File: config.mk
export PLATFORM = sky130hd
export DESIGN_NAME = adcsc_top
export DESIGN_NICKNAME = d
export VERILOG_FILES = /design/src/verilog/adcsc_pkg.sv /design/src/verilog/adcsc_fmt.sv /design/src/verilog/adcsc_top.sv
export VERILOG_INCLUDE_DIRS = /design/src /design/src/verilog
export SDC_FILE = /design/constraint.sdc
export NUM_CORES = 1
export LEC_CHECK = 0
export ABC_CLOCK_PERIOD_IN_PS = 3470
export BUFFER_PORTS_ARGS = -buffer_cell sky130_fd_sc_hd__buf_2
export CORE_MARGIN = 2
export CORE_UTILIZATION = 35
export DETAILED_ROUTE_END_ITERATION = 8
export PLACE_DENSITY_LB_ADDON = 0.2
export SETUP_SLACK_MARGIN = 0.4
export SLEW_MARGIN = 20
export SYNTH_ARGS = -nofsm -noshare
export SYNTH_HDL_FRONTEND = slang
export SYNTH_SLANG_ARGS = --single-unit
File: constraint.sdc
create_clock -name CLK -period 3.47 [get_ports CLK]
set_clock_uncertainty 0.1 [all_clocks]
set_input_delay 0.694 -clock CLK [delete_from_list [all_inputs] [get_ports CLK]]
set_output_delay 0.694 -clock CLK [all_outputs]
set_load 0.02 [all_outputs]
File: src/verilog/adcsc_defines.svh
// register map, field positions and timing counts of the converter control
`ifndef ADCSC_DEFINES_SVH
`define ADCSC_DEFINES_SVH
// register byte offsets
`define ADCSC_OFF_CTRL      8'h00
`define ADCSC_OFF_SELECT    8'h04
`define ADCSC_OFF_RES_LOW   8'h08
`define ADCSC_OFF_RES_HIGH  8'h0C
`define ADCSC_OFF_STATUS    8'h10
// control register fields
`define ADCSC_CTRL_ENABLE   7
`define ADCSC_CTRL_START    6
`define ADCSC_CTRL_FLAG     4
`define ADCSC_CTRL_IE       3
// select register fields
`define ADCSC_SEL_LEFT      5
`define ADCSC_SEL_CHAN_MSB  4
// status register fields
`define ADCSC_STAT_BUSY     0
`define ADCSC_STAT_FIRST    1
`define ADCSC_STAT_SLEEP    2
// conversion lengths in converter clock periods
`define ADCSC_FIRST_CYCLES  5'h19
`define ADCSC_NORMAL_CYCLES 5'h0D
// differential channel code range
`define ADCSC_DIFF_FIRST    5'h08
`define ADCSC_DIFF_LAST     5'h1D
// result codes and saturation limits
`define ADCSC_SE_MAX        10'h3FF
`define ADCSC_DIFF_MAX      10'h1FF
`define ADCSC_DIFF_MIN      10'h200
`define ADCSC_RAW_POS_LIM   11'h1FF
`define ADCSC_RAW_NEG_LIM   11'h600
// bus responses
`define ADCSC_RESP_OKAY     2'h0
`define ADCSC_RESP_SLVERR   2'h2
`endif

File: src/verilog/adcsc_pkg.sv
// types shared by the converter control block
package adcsc_pkg;
  // sleep state reported by the sleep controller
  typedef enum logic [2:0] {
    SLP_IDLE, SLP_NOISE, SLP_POWER_DOWN, SLP_POWER_SAVE,
    SLP_STANDBY, SLP_EXT_STANDBY
  } adcsc_sleep_type;
  // conversion sequencer states
  typedef enum logic {ST_IDLE, ST_CONV} adcsc_state_type;
endpackage

File: src/verilog/adcsc_fmt.sv
// result saturation and left/right adjustment into two bytes
`timescale 1ns/100ps
`default_nettype none
`include "adcsc_defines.svh"
module adcsc_fmt (
  // raw core code and mode
  input  wire logic [10:0] raw_code,
  input  wire logic        diff,
  // stored result and presentation
  input  wire logic [9:0]  result,
  input  wire logic        left_adjust,
  // outputs
  output logic      [9:0]  sat_code,
  output logic      [7:0]  result_low_byte,
  output logic      [7:0]  result_high_byte
);
  // clamp raw core code to the 10-bit result range
  always_comb begin
    sat_code = raw_code[9:0];
    if (diff) begin
      if ($signed(raw_code) > $signed(`ADCSC_RAW_POS_LIM))
        sat_code = `ADCSC_DIFF_MAX;
      else if ($signed(raw_code) < $signed(`ADCSC_RAW_NEG_LIM))
        sat_code = `ADCSC_DIFF_MIN;
    end else if (raw_code[10]) begin
      sat_code = `ADCSC_SE_MAX;
    end
  end
  // place ten result bits across the byte pair
  always_comb begin
    if (left_adjust) begin
      result_high_byte = result[9:2];
      result_low_byte  = {result[1:0], 6'h00};
    end else begin
      result_high_byte = {6'h00, result[9:8]};
      result_low_byte  = result[7:0];
    end
  end
endmodule // adcsc_fmt
`default_nettype wire

File: src/verilog/adcsc_top.sv
// converter control: sleep-triggered start, sequencing, result registers
//
// Notes on behaviour
// halted idle/quiet sleep starts a conversion
// software prepares converter before such sleep
// completion interrupt wakes the halted CPU
// early wake still finishes conversion and flags
// only a new sleep entry retriggers
// other sleep states keep enable unchanged
// software should disable before deep sleep
// software re-enables for valid differential result
// software keeps shared pins quiet while converting
// same input on both terminals is allowed
// result held in byte pair once flagged
// single-ended code unsigned, 0x000 to 0x3FF
// differential code two's complement, saturating
// top result bit is the sign
// left-adjust bit selects result alignment
// alignment change takes effect at once
// software writes start bit per conversion
// first conversion 25 cycles, else 13
// byte placement for each alignment
// flag and result appear together; irq=flag&ie
//
// Local design decisions: the register offsets and the AXI4-Lite slave port.
`timescale 1ns/100ps
`default_nettype none
`include "adcsc_defines.svh"
module adcsc_top #(
  parameter int unsigned PRESCALE = 2,
  parameter int unsigned ADDR_W   = 8
) (
  // clock and reset
  input  wire logic                   CLK,
  input  wire logic                   ARST_N,
  // register bus write channels
  input  wire logic [ADDR_W-1:0]      S_AXI_AWADDR,
  input  wire logic                   S_AXI_AWVALID,
  output logic                        S_AXI_AWREADY,
  input  wire logic [31:0]            S_AXI_WDATA,
  input  wire logic [3:0]             S_AXI_WSTRB,
  input  wire logic                   S_AXI_WVALID,
  output logic                        S_AXI_WREADY,
  output logic      [1:0]             S_AXI_BRESP,
  output logic                        S_AXI_BVALID,
  input  wire logic                   S_AXI_BREADY,
  // register bus read channels
  input  wire logic [ADDR_W-1:0]      S_AXI_ARADDR,
  input  wire logic                   S_AXI_ARVALID,
  output logic                        S_AXI_ARREADY,
  output logic      [31:0]            S_AXI_RDATA,
  output logic      [1:0]             S_AXI_RRESP,
  output logic                        S_AXI_RVALID,
  input  wire logic                   S_AXI_RREADY,
  // cpu and sleep controller
  input  wire adcsc_pkg::adcsc_sleep_type SLEEP_MODE,
  input  wire logic                   CPU_HALTED,
  output logic                        IRQ,
  output logic                        CONVERTER_ON,
  // converter core
  output logic      [4:0]             CORE_CHANNEL,
  output logic                        CORE_DIFF,
  output logic                        CORE_INIT,
  output logic                        CORE_SAMPLE,
  output logic                        CORE_BUSY,
  input  wire logic [10:0]            CORE_CODE
);
  import adcsc_pkg::*;

  localparam logic [7:0] DIV_LAST = 8'(PRESCALE - 1);

  logic [ADDR_W-1:0] aw_addr_reg, aw_addr_next;
  logic              aw_full_reg, aw_full_next;
  logic [31:0]       wdata_reg, wdata_next;
  logic              wstrb0_reg, wstrb0_next;
  logic              w_full_reg, w_full_next;
  logic              bvalid_reg, bvalid_next;
  logic [1:0]        bresp_reg, bresp_next;
  logic              rvalid_reg, rvalid_next;
  logic [31:0]       rdata_reg, rdata_next;
  logic [1:0]        rresp_reg, rresp_next;
  logic              do_write, wr_hit, wr_ctrl, wr_sel, ar_hs, rd_hit;
  logic [31:0]       rd_mux;
  logic [7:0]        div_reg, div_next;
  logic              tick;
  adcsc_state_type   state_reg, state_next;
  logic [4:0]        cnt_reg, cnt_next;
  logic              enable_reg, enable_next, ie_reg, ie_next;
  logic              flag_reg, flag_next, pend_reg, pend_next;
  logic              first_reg, first_next, left_reg, left_next;
  logic [4:0]        chan_reg, chan_next, lock_reg, lock_next;
  logic              ldiff_reg, ldiff_next, sample_reg, sample_next;
  logic              linit_reg, linit_next;
  logic              halted_reg, slpconv_reg, slpconv_next;
  logic [9:0]        result_reg, result_next, sat_code;
  logic [7:0]        res_low, res_high;
  logic              sleep_trig, conv_start, conv_done, abort, sel_diff;

  // write channel handshakes and commit
  assign S_AXI_AWREADY = !aw_full_reg && !bvalid_reg;
  assign S_AXI_WREADY  = !w_full_reg && !bvalid_reg;
  assign do_write = aw_full_reg && w_full_reg && !bvalid_reg;
  assign wr_hit   = aw_addr_reg == ADDR_W'(`ADCSC_OFF_CTRL) ||
                    aw_addr_reg == ADDR_W'(`ADCSC_OFF_SELECT);
  assign wr_ctrl  = do_write && wstrb0_reg &&
                    aw_addr_reg == ADDR_W'(`ADCSC_OFF_CTRL);
  assign wr_sel   = do_write && wstrb0_reg &&
                    aw_addr_reg == ADDR_W'(`ADCSC_OFF_SELECT);

  // write channel next state
  always_comb begin
    aw_addr_next = aw_addr_reg;
    aw_full_next = aw_full_reg;
    wdata_next   = wdata_reg;
    wstrb0_next  = wstrb0_reg;
    w_full_next  = w_full_reg;
    bvalid_next  = bvalid_reg;
    bresp_next   = bresp_reg;
    if (S_AXI_AWVALID && S_AXI_AWREADY) begin
      aw_full_next = 1'b1;
      aw_addr_next = S_AXI_AWADDR;
    end
    if (S_AXI_WVALID && S_AXI_WREADY) begin
      w_full_next = 1'b1;
      wdata_next  = S_AXI_WDATA;
      wstrb0_next = S_AXI_WSTRB[0];
    end
    if (do_write) begin
      aw_full_next = 1'b0;
      w_full_next  = 1'b0;
      bvalid_next  = 1'b1;
      bresp_next   = wr_hit ? `ADCSC_RESP_OKAY : `ADCSC_RESP_SLVERR;
    end else if (bvalid_reg && S_AXI_BREADY) begin
      bvalid_next = 1'b0;
    end
  end

  // read decode of live state and presented result
  always_comb begin
    rd_mux = 32'h0000_0000;
    rd_hit = 1'b1;
    case (S_AXI_ARADDR)
      ADDR_W'(`ADCSC_OFF_CTRL): begin
        rd_mux[`ADCSC_CTRL_ENABLE] = enable_reg;
        rd_mux[`ADCSC_CTRL_START]  = pend_reg || state_reg == ST_CONV;
        rd_mux[`ADCSC_CTRL_FLAG]   = flag_reg;
        rd_mux[`ADCSC_CTRL_IE]     = ie_reg;
      end
      ADDR_W'(`ADCSC_OFF_SELECT): begin
        rd_mux[`ADCSC_SEL_LEFT]            = left_reg;
        rd_mux[`ADCSC_SEL_CHAN_MSB:0]      = chan_reg;
      end
      ADDR_W'(`ADCSC_OFF_RES_LOW):  rd_mux[7:0] = res_low;
      ADDR_W'(`ADCSC_OFF_RES_HIGH): rd_mux[7:0] = res_high;
      ADDR_W'(`ADCSC_OFF_STATUS): begin
        rd_mux[`ADCSC_STAT_BUSY]  = state_reg == ST_CONV;
        rd_mux[`ADCSC_STAT_FIRST] = first_reg;
        rd_mux[`ADCSC_STAT_SLEEP] = slpconv_reg;
      end
      default: rd_hit = 1'b0;
    endcase
  end

  // read channel next state
  assign ar_hs = S_AXI_ARVALID && !rvalid_reg;
  always_comb begin
    rvalid_next = rvalid_reg;
    rdata_next  = rdata_reg;
    rresp_next  = rresp_reg;
    if (ar_hs) begin
      rvalid_next = 1'b1;
      rdata_next  = rd_mux;
      rresp_next  = rd_hit ? `ADCSC_RESP_OKAY : `ADCSC_RESP_SLVERR;
    end else if (rvalid_reg && S_AXI_RREADY) begin
      rvalid_next = 1'b0;
    end
  end

  // bus registers
  always_ff @(posedge CLK or negedge ARST_N) begin
    if (!ARST_N) begin
      aw_addr_reg <= '0;
      aw_full_reg <= 1'b0;
      wdata_reg   <= 32'h0000_0000;
      wstrb0_reg  <= 1'b0;
      w_full_reg  <= 1'b0;
      bvalid_reg  <= 1'b0;
      bresp_reg   <= `ADCSC_RESP_OKAY;
      rvalid_reg  <= 1'b0;
      rdata_reg   <= 32'h0000_0000;
      rresp_reg   <= `ADCSC_RESP_OKAY;
    end else begin
      aw_addr_reg <= aw_addr_next;
      aw_full_reg <= aw_full_next;
      wdata_reg   <= wdata_next;
      wstrb0_reg  <= wstrb0_next;
      w_full_reg  <= w_full_next;
      bvalid_reg  <= bvalid_next;
      bresp_reg   <= bresp_next;
      rvalid_reg  <= rvalid_next;
      rdata_reg   <= rdata_next;
      rresp_reg   <= rresp_next;
    end
  end

  // result saturation and byte placement
  adcsc_fmt u_fmt (
    .raw_code         (CORE_CODE),
    .diff             (ldiff_reg),
    .result           (result_reg),
    .left_adjust      (left_reg),
    .sat_code         (sat_code),
    .result_low_byte  (res_low),
    .result_high_byte (res_high)
  );

  // sequencing terms
  assign tick     = div_reg == DIV_LAST;
  assign sel_diff = chan_reg >= `ADCSC_DIFF_FIRST &&
                    chan_reg <= `ADCSC_DIFF_LAST;
  assign abort    = wr_ctrl && !wdata_reg[`ADCSC_CTRL_ENABLE];
  assign sleep_trig = CPU_HALTED && !halted_reg && enable_reg && ie_reg &&
                      (SLEEP_MODE == SLP_IDLE || SLEEP_MODE == SLP_NOISE) &&
                      state_reg == ST_IDLE && !pend_reg;
  assign conv_start = state_reg == ST_IDLE && pend_reg && tick && !abort;
  assign conv_done  = state_reg == ST_CONV && tick && cnt_reg == 5'h01 &&
                      !abort;

  // control bits and conversion sequencer next state
  always_comb begin
    div_next     = tick ? 8'h00 : div_reg + 8'h01;
    state_next   = state_reg;
    cnt_next     = cnt_reg;
    enable_next  = enable_reg;
    ie_next      = ie_reg;
    pend_next    = pend_reg;
    first_next   = first_reg;
    left_next    = left_reg;
    chan_next    = chan_reg;
    lock_next    = lock_reg;
    ldiff_next   = ldiff_reg;
    linit_next   = linit_reg;
    result_next  = result_reg;
    slpconv_next = slpconv_reg;
    sample_next  = conv_start;
    if (wr_sel) begin
      left_next = wdata_reg[`ADCSC_SEL_LEFT];
      chan_next = wdata_reg[`ADCSC_SEL_CHAN_MSB:0];
    end
    if (wr_ctrl) begin
      enable_next = wdata_reg[`ADCSC_CTRL_ENABLE];
      ie_next     = wdata_reg[`ADCSC_CTRL_IE];
      if (wdata_reg[`ADCSC_CTRL_START] && wdata_reg[`ADCSC_CTRL_ENABLE] &&
          state_reg == ST_IDLE)
        pend_next = 1'b1;
    end
    if (sleep_trig) begin
      pend_next    = 1'b1;
      slpconv_next = 1'b1;
    end
    // channel follows the select register except while converting
    if (state_reg == ST_IDLE) begin
      lock_next  = chan_reg;
      ldiff_next = sel_diff;
    end
    if (conv_start) begin
      state_next = ST_CONV;
      pend_next  = 1'b0;
      linit_next = first_reg;
      first_next = 1'b0;
      cnt_next   = first_reg ? `ADCSC_FIRST_CYCLES
                             : `ADCSC_NORMAL_CYCLES;
    end else if (state_reg == ST_CONV && tick) begin
      cnt_next = cnt_reg - 5'h01;
    end
    if (conv_done) begin
      state_next   = ST_IDLE;
      result_next  = sat_code;
      slpconv_next = 1'b0;
    end
    if (abort) begin
      state_next   = ST_IDLE;
      pend_next    = 1'b0;
      first_next   = 1'b1;
      slpconv_next = 1'b0;
    end
    // a completion in the clearing cycle keeps the flag set
    flag_next = conv_done ||
                (flag_reg && !(wr_ctrl && wdata_reg[`ADCSC_CTRL_FLAG]));
  end

  // control and sequencer registers
  always_ff @(posedge CLK or negedge ARST_N) begin
    if (!ARST_N) begin
      div_reg     <= 8'h00;
      state_reg   <= ST_IDLE;
      cnt_reg     <= 5'h00;
      enable_reg  <= 1'b0;
      ie_reg      <= 1'b0;
      flag_reg    <= 1'b0;
      pend_reg    <= 1'b0;
      first_reg   <= 1'b1;
      left_reg    <= 1'b0;
      chan_reg    <= 5'h00;
      lock_reg    <= 5'h00;
      ldiff_reg   <= 1'b0;
      linit_reg   <= 1'b0;
      sample_reg  <= 1'b0;
      result_reg  <= 10'h000;
      slpconv_reg <= 1'b0;
      halted_reg  <= 1'b0;
    end else begin
      div_reg     <= div_next;
      state_reg   <= state_next;
      cnt_reg     <= cnt_next;
      enable_reg  <= enable_next;
      ie_reg      <= ie_next;
      flag_reg    <= flag_next;
      pend_reg    <= pend_next;
      first_reg   <= first_next;
      left_reg    <= left_next;
      chan_reg    <= chan_next;
      lock_reg    <= lock_next;
      ldiff_reg   <= ldiff_next;
      linit_reg   <= linit_next;
      sample_reg  <= sample_next;
      result_reg  <= result_next;
      slpconv_reg <= slpconv_next;
      halted_reg  <= CPU_HALTED;
    end
  end

  // outputs
  assign IRQ           = flag_reg && ie_reg;
  assign CONVERTER_ON  = enable_reg;
  assign CORE_CHANNEL  = lock_reg;
  assign CORE_DIFF     = ldiff_reg;
  assign CORE_INIT     = linit_reg;
  assign CORE_SAMPLE   = sample_reg;
  assign CORE_BUSY     = state_reg == ST_CONV;
  assign S_AXI_BVALID  = bvalid_reg;
  assign S_AXI_BRESP   = bresp_reg;
  assign S_AXI_ARREADY = !rvalid_reg;
  assign S_AXI_RVALID  = rvalid_reg;
  assign S_AXI_RDATA   = rdata_reg;
  assign S_AXI_RRESP   = rresp_reg;

  // clock count of each conversion, for the length check
  logic [15:0] len_reg;
  always_ff @(posedge CLK or negedge ARST_N) begin
    if (!ARST_N)
      len_reg <= 16'h0000;
    else
      len_reg <= conv_start ? 16'h0000 : len_reg + 16'h0001;
  end
endmodule // adcsc_top
`default_nettype wire

==> run_results.csv <==
group,metric,value,unit
setup_path,path_class,"reg2reg",
cts,clockRootBuffer,"clkbuf_8",
power_and_ir_drop,ir_drop,0.3526,mV
setup_path,cp_cell_sequence,"or4_4, or4_1, nand2_1, mux2_1",
cts,cts_buffers,9,
timing,max_freq,416.3,MHz
setup_path,endpoint_kind,"register",
cts,cts_tree,"built",
grt,grt_pass1_wl,12.27,mm
setup_path,required,3.60,ns
synth,yosysTopAreaCell,"dfrtp_1",
final_layout,largest_reg_flops,10,
run,maxCapViolCount,0,
cts,cts-htree-levels,3,
grt,antenna_found_initial,0,
die,initial_utilization,0.3618,
synth,synth_cell_types,56,
die,fp-row-count,37,
cts,post_cts_buffers,0,
synth,synthFlopType,"dfrtp_1",
timing,setup_tns,0,ns
synth,synth_warnings,0,
synth,syn-instance-count,339,
final_layout,final_nets,489,
setup_path,critical-path-top-delay-family,"simple AND/OR/NAND/NOR gates",
setup_path,start_kind,"register",
drt,drt-total-wl,7.271,mm
hold_path,hold_path.class,"in2reg",
power_and_ir_drop,power_density,641.3,nW/um2
timing,min_period,2.402,ns
drt,drt_pass1_iterations,4,
cts,path_clk_slew,0.08,ns
cts,clkLatencyLatePin,0.34,ns
cts,ctsResizeCount,0,
power_and_ir_drop,p_leak,0.002132,uW
synth,synthArstFlopShare,1.000,
grt,grt_pass1_vias,2588,
final_layout,fin_area,4333,um2
final_layout,final_cell_mix,"dfrtp_1, buf_2, nand2_1",
grt,grt_overflow,0,
synth,synth_edf_count,0,
setup_path,max_stage_delay,0.66,ns
drt,dr_total_vias,2575,
grt,grt_max_degree,77,
drt,viasPerCell,4.682,
final_layout,layout-drive-gt1-share,0.3164,
synth,ys_seq_area_frac,0.5072,
place,dpl.hpwl,5.366,mm
cts,hold_buffers,0,
drt,drtAntennaViolNets,0,
setup_path,crit_fanout,7,
drt,routedWlPerCell,13.22,um
timing,worst_slew_pin_slew,0.9388,ns
final_layout,syn2layout_area_growth,15.47,%
timing,timing_max_transition_violations_final,0,
final_layout,final_common_cell,"dfrtp_1",
synth,ys_top_cells_by_area,"dfrtp_1, mux2_2, buf_4",
place,placed_area,4144,um2
die,core_area,10370,um2
grt,grt_usage,0.1333,
setup_path,cp_slowest_cell,"or4_1",
die,die_y,107.5,um
place,routabilityCongestion,0.7982,
timing,grt_setup_unrepaired,"no",
timing,post-route-period-util,0.6923,
outcome,status,"completed",
synth,ys_seq_elements,76,
final_layout,n_antenna_cell,0,
die,dieArea,11560,um2
setup_path,cp_data_arrival_time,2.53,ns
synth,yosysTopAreaCellShare,0.5002,
drt,drc,0,
synth,synth.avg_cell_area,11.07,um2
timing,slew_headroom,0.3741,
timing,hold_viol_final,0,
cts,cts.path.max_buffers,2,
drt,drt-initial-drc-count,114,
die,io_pins,126,
cts,clock_sinks,76,
synth,netlist_area,3752,um2
die,fp.dieW,107.5,um
setup_path,critPathBufInv,0,
setup_path,r2r_slack,1.07,ns
timing,setup_viol,0,
place,numPortBuffers,71,
## report_power, final
part | switching, uW | internal, uW | total [uW]
Sequential | 219 | 1140 | 1360
Combinational | 360 | 407 | 767
Clock | 311 | 344 | 654
## synthesized netlist by cell type, types with 3 or more instances
master	count
dfrtp_1	75
nand2_1	38
mux2_2	31
buf_4	26
nor2_1	16
inv_1	13
o21ai_0	11
clkbuf_1	9
a21oi_1	8
mux2_4	8
nand3_1	8
nor2b_1	7
a22o_1	6
mux2i_1	5
xnor2_1	5
a22oi_1	4
and3_1	4
ha_1	4
nand4_1	4
xor2_1	4
a2bb2oi_1	3
and2_1	3
mux2_1	3
o31ai_1	3
or3_1	3
## logic make-up (layout without fill, tap and decap cells)
logic type                 after synthesis  in the layout  synth area share
AOI/OAI and AO/OA                       47             47           0.08403
and+or+nand+nor                        105            105            0.1477
buffers and inverters                   50            100           0.07836
adders and majority gates                4              4           0.01334
other                                    1             26         0.0009994
xor gates and xnor gates                 9              9           0.02101
DFF                                     76             76            0.5072
muxes                                   47             47            0.1474
## layer usage
layer  GRT usage  wire [um]  share of wire
met2      0.2049       3156           0.43
met3     0.03269        392          0.054
met1      0.1867       3644           0.50
met5           0          0              0
met4     0.03846         78          0.011
## final timing paths
kind | end | startpoint | cells after the start
worst max-delay path | CORE_INIT | aw_addr_reg[5] | 4
worst min-delay path | halted_reg | CPU_HALTED | 1
worst max register to register | CORE_INIT | aw_addr_reg[5] | 4
worst min register to register | S_AXI_RDATA[7] | S_AXI_RDATA[7] | 2
max in group asynchronous | result_reg[7] | ARST_N | 1
min in group asynchronous | wdata_reg[5] | ARST_N | 1
## area by class of cell
type                            instances  area [um2]
Multi-Input combinational cell        238        1649
Timing Repair Buffer                   73       372.9
Clock buffer                           10       137.6
Inverter                               13       48.80
Tap cell                              136       170.2
Clock inverter                          4       51.30
Fill cell                            1046        6037
Sequential cell                        76        1903
## per-stage QoR
step / utilization / power, uW / setup WS, ns / hold WS (ns) / instances
2_1_floorplan: - / 1944 / 1.150 / 0.2984 / 364
3_3_place_gp: 0.3996 / 2125 / 1.082 / 0.3559 / 536
3_5_place_dp: 0.3996 / 2154 / 1.059 / 0.3646 / 536
4_1_cts: 0.4178 / 2823 / 1.045 / 0.3572 / 550
5_1_grt: 0.4178 / 2980 / 0.9764 / 0.3559 / 550
6_report: 0.4178 / 2779 / 1.068 / 0.3733 / 550
## worst reg2reg max path, cell delays in order, from the launching register on
cell	delay, ns
dfrtp_1	0.38
or4_4	0.56
or4_1	0.66
nand2_1	0.25
mux2_1	0.34
No activity file was read; power rests on OpenSTA's default activity.
